`src/common/otfs_defs.svh`:
```
// Contract
// - Three output terminals, each with own code
// - Code 00: on in run, off in stop
// - Code 01: on at set speed, not ramping
// - Code 02: on at or above threshold frequency
// - Code 03: on above overload warning current
// - Code 04: on when PID error excessive
// - Code 05: fault held on until cleared
// - Code 06: on only at arrival frequency
// - Code 07: on when torque estimate exceeds level
// - Code 09: on during undervoltage
// - Code 10: on while torque limiting active
// - Code 11: on once run time exceeded
// - Code 12: on once power time exceeded
// - Code 13: on when thermal count exceeds
// - Code 19: on to release the brake
// - Code 20: on when brake error detected
//
// Constants of the output terminal function selector.
// Assumes inclusion by bare name from the package.
`ifndef OTFS_DEFS_SVH
`define OTFS_DEFS_SVH

// Widths
`define OTFS_CODE_W     8
`define OTFS_ADDR_W     8
`define OTFS_DATA_W     32
`define OTFS_NUM_TERM   3
`define OTFS_NUM_EVT    4

// Option codes (decimal codes held in hex)
`define OTFS_CODE_RUN   8'h00
`define OTFS_CODE_CSPD  8'h01
`define OTFS_CODE_OVRF  8'h02
`define OTFS_CODE_OLW   8'h03
`define OTFS_CODE_PIDE  8'h04
`define OTFS_CODE_FLT   8'h05
`define OTFS_CODE_SETF  8'h06
`define OTFS_CODE_TQL   8'h07
`define OTFS_CODE_UV    8'h09
`define OTFS_CODE_TLIM  8'h0A
`define OTFS_CODE_RUNH  8'h0B
`define OTFS_CODE_PWRH  8'h0C
`define OTFS_CODE_THW   8'h0D
`define OTFS_CODE_BRK   8'h13
`define OTFS_CODE_BERR  8'h14

// Register byte offsets
`define OTFS_ADDR_SEL0  8'h00
`define OTFS_ADDR_SEL1  8'h04
`define OTFS_ADDR_SEL2  8'h08
`define OTFS_ADDR_TERM  8'h0C
`define OTFS_ADDR_STAT  8'h10
`define OTFS_ADDR_CLR   8'h14
`define OTFS_ADDR_IEN   8'h18
`define OTFS_ADDR_FCLR  8'h1C

// Reset values
`define OTFS_SEL0_RST   8'h00
`define OTFS_SEL1_RST   8'h01
`define OTFS_SEL2_RST   8'h05
`define OTFS_IEN_RST    4'h0

// Field positions
`define OTFS_EVT_FLT    3
`define OTFS_FCLR_BIT   0

`endif

```
`src/common/otfs_pkg.sv`:
```
// Types of the output terminal function selector.
// Assumes the constants header is on the include path.
`include "otfs_defs.svh"

package otfs_pkg;

  // Option code as stored per terminal
  typedef logic [`OTFS_CODE_W-1:0] otfs_code_t;

  // Supported output functions
  typedef enum logic [`OTFS_CODE_W-1:0] {
    FN_RUN  = `OTFS_CODE_RUN,
    FN_CSPD = `OTFS_CODE_CSPD,
    FN_OVRF = `OTFS_CODE_OVRF,
    FN_OLW  = `OTFS_CODE_OLW,
    FN_PIDE = `OTFS_CODE_PIDE,
    FN_FLT  = `OTFS_CODE_FLT,
    FN_SETF = `OTFS_CODE_SETF,
    FN_TQL  = `OTFS_CODE_TQL,
    FN_UV   = `OTFS_CODE_UV,
    FN_TLIM = `OTFS_CODE_TLIM,
    FN_RUNH = `OTFS_CODE_RUNH,
    FN_PWRH = `OTFS_CODE_PWRH,
    FN_THW  = `OTFS_CODE_THW,
    FN_BRK  = `OTFS_CODE_BRK,
    FN_BERR = `OTFS_CODE_BERR
  } otfs_func_e;

endpackage

```
`src/rtl/otfs_top.sv`:
```
// Output terminal function selector: three logical output
// terminals, each reporting one drive condition picked by
// its option code register.
// Assumes all condition flags come from drive core logic on
// clk, so none of them is synchronised here.
//
// The address map and the strobed register port were decided locally.
`timescale 1ns/10ps
`default_nettype none
// Constants are taken from the guarded header, so order of
// compilation units does not matter.
`include "otfs_defs.svh"

module otfs_top
  import otfs_pkg::*;
(
  // Clock and reset
  input  wire logic                    clk,
  input  wire logic                    rst,
  // Register port
  input  wire logic [`OTFS_ADDR_W-1:0] regAddr,
  input  wire logic [`OTFS_DATA_W-1:0] regWdata,
  input  wire logic                    regWr,
  input  wire logic                    regRd,
  output logic      [`OTFS_DATA_W-1:0] regRdata,
  // Drive core conditions
  input  wire logic                    runModeFlag,
  input  wire logic                    atSpeedConstantFlag,
  input  wire logic                    overFreqArrivalFlag,
  input  wire logic                    setFreqArrivalFlag,
  input  wire logic                    currentWarnFlag,
  input  wire logic                    pidErrorExcessFlag,
  input  wire logic                    faultEvent,
  input  wire logic                    faultClear,
  input  wire logic                    torqueLevelFlag,
  input  wire logic                    supplyLowFlag,
  input  wire logic                    torqueLimitingFlag,
  input  wire logic                    runHoursExpiredFlag,
  input  wire logic                    powerHoursExpiredFlag,
  input  wire logic                    thermalWarningFlag,
  input  wire logic                    brakeReleaseCmd,
  input  wire logic                    brakeFaultFlag,
  // Terminals and status
  output logic      [`OTFS_NUM_TERM-1:0] termOut,
  output logic                         faultLatchedFlag,
  output logic                         irq
);

  localparam int NT = `OTFS_NUM_TERM;
  localparam int NE = `OTFS_NUM_EVT;

  // Option code per terminal
  otfs_code_t          selQ [NT];
  // Selected condition per terminal
  logic [NT-1:0]       condD;
  // Registered terminal levels
  logic [NT-1:0]       termQ;
  // Latched fault
  logic                faultQ;
  // Sticky event status and enables
  logic [NE-1:0]       statQ;
  logic [NE-1:0]       statD;
  logic [NE-1:0]       ienQ;
  logic [NE-1:0]       evt;
  // Read data register
  logic [`OTFS_DATA_W-1:0] rdataQ;
  // Write decodes
  logic                wrClr;
  logic                wrFclr;

  assign wrClr  = regWr && (regAddr == `OTFS_ADDR_CLR);
  assign wrFclr = regWr && (regAddr == `OTFS_ADDR_FCLR)
                  && regWdata[`OTFS_FCLR_BIT];

  // Fault latch: a new fault beats a clear in the same cycle
  // so an alarm is never lost between clear and occurrence.
  always_ff @(posedge clk or posedge rst) begin
    if (rst) begin
      faultQ <= 1'b0;
    end else if (faultEvent) begin
      faultQ <= 1'b1;
    end else if (faultClear || wrFclr) begin
      faultQ <= 1'b0;
    end
  end

  // One selector, option register and output flop per terminal
  genvar g;
  generate
    for (g = 0; g < NT; g++) begin : gTerm
      // Byte address of this terminal's option register
      localparam logic [`OTFS_ADDR_W-1:0] SelAddr =
        (g == 0) ? `OTFS_ADDR_SEL0 :
        (g == 1) ? `OTFS_ADDR_SEL1 : `OTFS_ADDR_SEL2;
      localparam otfs_code_t SelRst =
        (g == 0) ? `OTFS_SEL0_RST :
        (g == 1) ? `OTFS_SEL1_RST : `OTFS_SEL2_RST;

      // Option code register, written independently
      always_ff @(posedge clk or posedge rst) begin
        if (rst) begin
          selQ[g] <= SelRst;
        end else if (regWr && (regAddr == SelAddr)) begin
          selQ[g] <= regWdata[`OTFS_CODE_W-1:0];
        end
      end

      // Condition mux; core flags already carry ramp and
      // threshold qualification, so each code is one wire.
      always_comb begin
        case (otfs_func_e'(selQ[g]))
          FN_RUN:  condD[g] = runModeFlag;
          FN_CSPD: condD[g] = atSpeedConstantFlag;
          FN_OVRF: condD[g] = overFreqArrivalFlag;
          FN_OLW:  condD[g] = currentWarnFlag;
          FN_PIDE: condD[g] = pidErrorExcessFlag;
          FN_FLT:  condD[g] = faultQ;
          FN_SETF: condD[g] = setFreqArrivalFlag;
          FN_TQL:  condD[g] = torqueLevelFlag;
          FN_UV:   condD[g] = supplyLowFlag;
          FN_TLIM: condD[g] = torqueLimitingFlag;
          FN_RUNH: condD[g] = runHoursExpiredFlag;
          FN_PWRH: condD[g] = powerHoursExpiredFlag;
          FN_THW:  condD[g] = thermalWarningFlag;
          FN_BRK:  condD[g] = brakeReleaseCmd;
          FN_BERR: condD[g] = brakeFaultFlag;
          // Unsupported codes drive nothing
          default: condD[g] = 1'b0;
        endcase
      end

      // Terminal flop, refreshed every cycle
      always_ff @(posedge clk or posedge rst) begin
        if (rst) begin
          termQ[g] <= 1'b0;
        end else begin
          termQ[g] <= condD[g];
        end
      end
    end
  endgenerate

  // Events: each terminal turning on, and a fault latching
  assign evt = {faultEvent & ~faultQ, condD & ~termQ};

  // Sticky status; an event wins over a clear in one cycle
  always_comb begin
    statD = statQ;
    if (wrClr) begin
      statD = statD & ~regWdata[NE-1:0];
    end
    statD = statD | evt;
  end

  // Status register
  always_ff @(posedge clk or posedge rst) begin
    if (rst) begin
      statQ <= '0;
    end else begin
      statQ <= statD;
    end
  end

  // Interrupt enable register
  always_ff @(posedge clk or posedge rst) begin
    if (rst) begin
      ienQ <= `OTFS_IEN_RST;
    end else if (regWr && (regAddr == `OTFS_ADDR_IEN)) begin
      ienQ <= regWdata[NE-1:0];
    end
  end

  // Read data: valid only in the cycle after the strobe.
  // Unmapped and write-only offsets read as zero.
  always_ff @(posedge clk or posedge rst) begin
    if (rst) begin
      rdataQ <= '0;
    end else if (regRd) begin
      case (regAddr)
        `OTFS_ADDR_SEL0: rdataQ <= {24'h000000, selQ[0]};
        `OTFS_ADDR_SEL1: rdataQ <= {24'h000000, selQ[1]};
        `OTFS_ADDR_SEL2: rdataQ <= {24'h000000, selQ[2]};
        `OTFS_ADDR_TERM: rdataQ <= {28'h0000000, faultQ, termQ};
        `OTFS_ADDR_STAT: rdataQ <= {28'h0000000, statQ};
        `OTFS_ADDR_IEN:  rdataQ <= {28'h0000000, ienQ};
        default:         rdataQ <= '0;
      endcase
    end else begin
      rdataQ <= '0;
    end
  end

  // Outputs
  assign regRdata         = rdataQ;
  assign termOut          = termQ;
  assign faultLatchedFlag = faultQ;
  assign irq              = |(statQ & ienQ);
endmodule

`default_nettype wire

```
`config.mk`:
```
export PLATFORM = sky130hd
export DESIGN_NAME = otfs_top
export DESIGN_NICKNAME = d
export VERILOG_FILES = /design/src/common/otfs_pkg.sv /design/src/rtl/otfs_top.sv
export VERILOG_INCLUDE_DIRS = /design/src /design/src/common
export SDC_FILE = /design/constraint.sdc
export NUM_CORES = 1
export LEC_CHECK = 0
export BUFFER_PORTS_ARGS = -buffer_cell sky130_fd_sc_hd__buf_2
export CAP_MARGIN = 20
export CORE_ASPECT_RATIO = 1.2
export CORE_MARGIN = 5
export CORE_UTILIZATION = 50
export DETAILED_ROUTE_END_ITERATION = 7
export HOLD_SLACK_MARGIN = 0.15
export PLACE_DENSITY_LB_ADDON = 0.15
export RECOVER_POWER = 50
export SYNTH_ARGS = -nofsm -noshare
export SYNTH_HDL_FRONTEND = slang
export SYNTH_SLANG_ARGS = --single-unit
```
`constraint.sdc`:
```
create_clock -name clk -period 2.5 [get_ports clk]
set_clock_uncertainty 0.1 [all_clocks]
set_input_delay 0.75 -clock clk [delete_from_list [all_inputs] [get_ports clk]]
set_output_delay 0.75 -clock clk [all_outputs]
set_load 0.03 [all_outputs]
```
After elaboration in Yosys (flattened, before gate mapping)
Cells that the tools add are included.
- memory bits (read-only): 0
- memories: 0
- bits in registers: 68
- output and inout port bits: 37
- input bits: 60
- latch bits: 0
- bits in writable memories: 0
- logic and storage cells: 89
- multiply operators: 0
- eq/ne operators: 49
- mux-type cells: 8
- bitwise operators: 8
- reductions and logical operators: 14
- shift-type cells: 0
- add/subtract/negate cells: 0
- magnitude comparators: 0
- div/mod/pow operators: 0
- operators by type and width (cell ; count):
    8-bit by 4-bit equality test with 1-bit output, second input constant ; 17
    8-bit by 3-bit equality test with 1-bit output, second input constant ; 13
    8-bit by 5-bit equality test with 1-bit output, second input constant ; 10
    8-bit by 2-bit equality test with 1-bit output, second input constant ; 6
    8-bit one-hot mux with 6 select lines ; 1
    1-bit one-hot mux with 15 select lines ; 3
    8-bit logical NOT ; 4
    32-bit 2-to-1 mux ; 1
    8-bit by 1-bit equality test with 1-bit output, second input constant ; 3
    4-bit AND ; 2
    1-bit logical AND ; 7
    4-bit 2-to-1 mux ; 1
    4-bit NOT ; 1
    4-bit OR ; 1
    4-bit OR reduction ; 1
    3-bit AND ; 1
    3-bit NOT ; 1
    1-bit 2-to-1 mux ; 2
    2-bit nonzero test ; 1
    1-bit AND ; 1
    1-bit logical OR ; 1
    1-bit NOT ; 1

Depth between registers and ports, before layout
- word-level depth: 6
- gate-level depth with buffers: 7
- mapped depth without buffers: 5

Least setup slack after synthesis
OpenSTA, ideal clock, no wires.
- kind: input-to-reg
- from: input regAddr[2]
- to: register selQ[3] (netlist bit)
- stages on the path: 6
- data required time: 2.272 ns
- slack: 0.310 ns
- buffers on the path: 2
- data arrival time: 1.963 ns
- path through: buf_2 > nor3_1 > and2_1 > buf_2 > nand3_2 > mux2_1
- cells in the longest elaborated chain, start to end: 2
- RTL lines (item ; line ; source):
    start: declaration ; otfs_top.sv:21 ; input wire logic [`OTFS_ADDR_W-1:0] regAddr,
    8-bit by 4-bit equality test with 1-bit output ; otfs_top.sv:103 ; end else if (regWr && (regAddr == SelAddr)) begin
    1-bit logical AND ; otfs_top.sv:103 ;
    end signal: indexed assignment ; otfs_top.sv:102 ; selQ[g] <= SelRst;
    end signal: indexed assignment ; otfs_top.sv:104 ; selQ[g] <= regWdata[`OTFS_CODE_W-1:0];
    end: declaration ; otfs_top.sv:53 ; otfs_code_t selQ [NT];
No other way between the ends.
A chain may end at the register's enable or synchronous reset.

Worst setup path after layout
- from: input regAddr[3]
- to: register ienQ[0]
- cells in the longest elaborated chain, start to end: 2
- RTL lines (item ; line ; source):
    8-bit by 5-bit equality test with 1-bit output ; n/a ;
    1-bit logical AND ; otfs_top.sv:168 ; end else if (regWr && (regAddr == `OTFS_ADDR_IEN)) begin
    end signal: assignment ; otfs_top.sv:167 ; ienQ <= `OTFS_IEN_RST;
    end signal: assignment ; otfs_top.sv:169 ; ienQ <= regWdata[NE-1:0];
    end: declaration ; otfs_top.sv:63 ; logic [NE-1:0] ienQ;
No other way between the ends.

==> results.yml <==
sta:
  setup_viol: 0
  layout_min_cycle_time_ps: 2190
  hold_ws_ps: 356
  period_share: 0.878
  slew_headroom: 0.255
  tns_ps: 0
  max_freq_mhz: 456
  maxSlewViolCount: 0
  grt_setup_unrepaired: "no"
  hold_viol: 0
  tightest_slew_ps: 1120
detailed_routing:
  drc: 0
  drt-total-wl_mm: 6.79
  ant_nets: 0
  wl_per_cell_um: 17.7
  vias: 2170
  met1Wirelength_mm: 2.90
  first_pass_iters: 4
  vias_per_cell: 5.65
  wl_met2_mm: 3.34
  drt_iter0_drc: 138
  dr_wl_met3_um: 366
  top_layer: "met4"
pwr:
  cellPowerDensity_nw_per_um2: 531
  vdd.ir_drop.worst_mv: 0.392
  leakagePower_uw: 0.00145
cts:
  clock_latency_ps: 300
  cts.clk_slew.worst_paths_ps: 80
  post_cts_buffers: 0
  clock-sinks: 44
  cts-root-buf: "clkbuf_8"
  htree_num_levels: 2
  cts_resized: 0
  numCtsBuffers: 5
  clockBufferDepth: 2
  cts_hold_buf: 0
  cts_tree: "built"
job:
  maxCapViolCount: 0
die:
  die_area_um2: 7010
  placementRows: 29
  core_area_um2: 5300
  die_w_um: 77.3
  die_h_um: 90.7
  initial_core_util: 0.513
  ios: 97
finish:
  nets: 381
  antennaDiodeCount: 0
  fillCellCount: 488
  drive_gt1_frac: 0.267
  multiInputGateArea_um2: 1410
  area_delta_synth_final_pct: 14.0
  seq_area_um2: 1100
worst_setup_path:
  crit_path_start_kind: "input pin"
  critPathSlowestCell: "clkbuf_1"
  worstSetupEndpointType: "flop"
  critPathBufInv: 2
  worstSetupPathType: "input pin to flop"
  cp_top_family: "buffers and inverters"
  worstPathMaxFanout: 12
  cp_slowest_stage_delay_ps: 460
  crit_required_ps: 2580
  crit_chain: "clkbuf_1 > buf_4 > nand3_1 > nor2_1 > mux2_1"
  cp.arrival_ps: 2280
logic_synthesis:
  synth.avg_cell_area_um2: 10.3
  synth_cells: 264
  yosysTopAreaCell: "dfrtp_1"
  netlist_top_cells_area: "dfrtp_1, mux2_1, buf_4"
  yosys_warnings: 0
  yosysSeqAreaShare: 0.407
  synth_edf_count: 0
  synth_most_common_cell: "dfrtp_1"
  synth_flop_cell: "dfrtp_1"
  synthTopCellsByCount: "dfrtp_1, buf_4, mux2_1, nand2_1"
  async_flop_share: 1.00
  synth_top_area_frac: 0.378
  syn_area_um2: 2720
  synth_cell_type_count: 47
  ys_ff_latch: 44
grt:
  grt.total_usage: 0.202
  grt-ovfl-total: 0
  grt_pass1_wl_mm: 11.2
  grt_pass1_vias: 2210
  antenna_found_initial: 0
  grt_start_max_net_pins: 26
placed_design:
  hpwl_mm: 5.29
  portBuffers: 48
  gp_congestion: 0.886
hold_path:
  min_path_type: "input pin to asynchronous set/reset pin"
status:
  status: "finished, final reports clean"
final cells by class:
type                    instances  area share
well taps                      62      0.0251
multi-input cells             197       0.457
clock buffers                   6      0.0235
repair buffers                 64       0.116
flip-flops and latches         44       0.357
inverters                       9      0.0109
clock inverters                 2      0.0113
path summary, 6_finish.rpt:
check / from / end / slack [ps] / cells past startpoint
setup / recovery: regAddr[3] / ienQ[0] / 310 / 5
hold / removal: rst / statQ[2] / 360 / 2
setup reg to reg: selQ[0] / statQ[2] / 340 / 5
hold reg to reg: selQ[7] / termOut[2] / 400 / 1
max in group asynchronous: rst / selQ[3] / 440 / 3
min in group clk: selQ[7] / termOut[2] / 400 / 1
cells in the final DEF, fill, tap and decap left out, types with 3 or more instances in the layout:
cell      count
a22oi_1      13
and2_1        4
and3_1        4
buf_2        42
buf_4        15
clkbuf_1      7
clkbuf_8      5
conb_1       24
dfrtp_1      41
dfstp_2       3
inv_1         8
mux2_1       23
mux2_2       11
mux2i_1      13
nand2_1      23
nand2b_1      3
nand3_1       3
nand4_1       3
nand4b_1      4
nor2_1       13
nor3_1        6
nor3b_1       3
o21ai_0      10
o22ai_1       4
report_power, final:
group	switching (µW)	total [µW]	internal [µW]
sequential	45.8	792	746
clock	240	537	297
combinational	196	313	117
per-layer routing:
layer  GRT usage  up-vias
met5           0        -
met4      0.0845        0
met3      0.0419       14
met2       0.321       73
met1       0.264     1053
li1            -     1030
metrics by stage:
| stage | setup WS [ps] | total power, µW | cells | instance area (µm²) | utilization |
|---|---|---|---|---|---|
| floorplan | 310 | 1040 | 287 | 2800 | - |
| finish | 306 | 1640 | 384 | 3090 | 0.584 |
| global route | 127 | 1720 | 384 | 3090 | 0.584 |
| global placement | 164 | 1120 | 376 | 3000 | 0.567 |
| detailed placement | 152 | 1120 | 376 | 3000 | 0.567 |
| CTS | 342 | 1650 | 384 | 3110 | 0.587 |
state kept, by name (all words and copies together), names as in the netlist:
name	count
regRdata	8
ienQ	4
selQ	24
statQ	4
faultLatchedFlag	1
termOut	3
kinds of logic (layout without fill, tap and decap cells):
logic type / Yosys count / after routing / share of synthesized area
compound gates: 48 / 48 / 0.130
buf+inv: 46 / 81 / 0.105
flops: 44 / 44 / 0.407
mux: 49 / 49 / 0.206
other cells: 1 / 24 / 0.00138
simple gates: 76 / 76 / 0.151
Note: power is estimated with default switching activity, not from simulation.
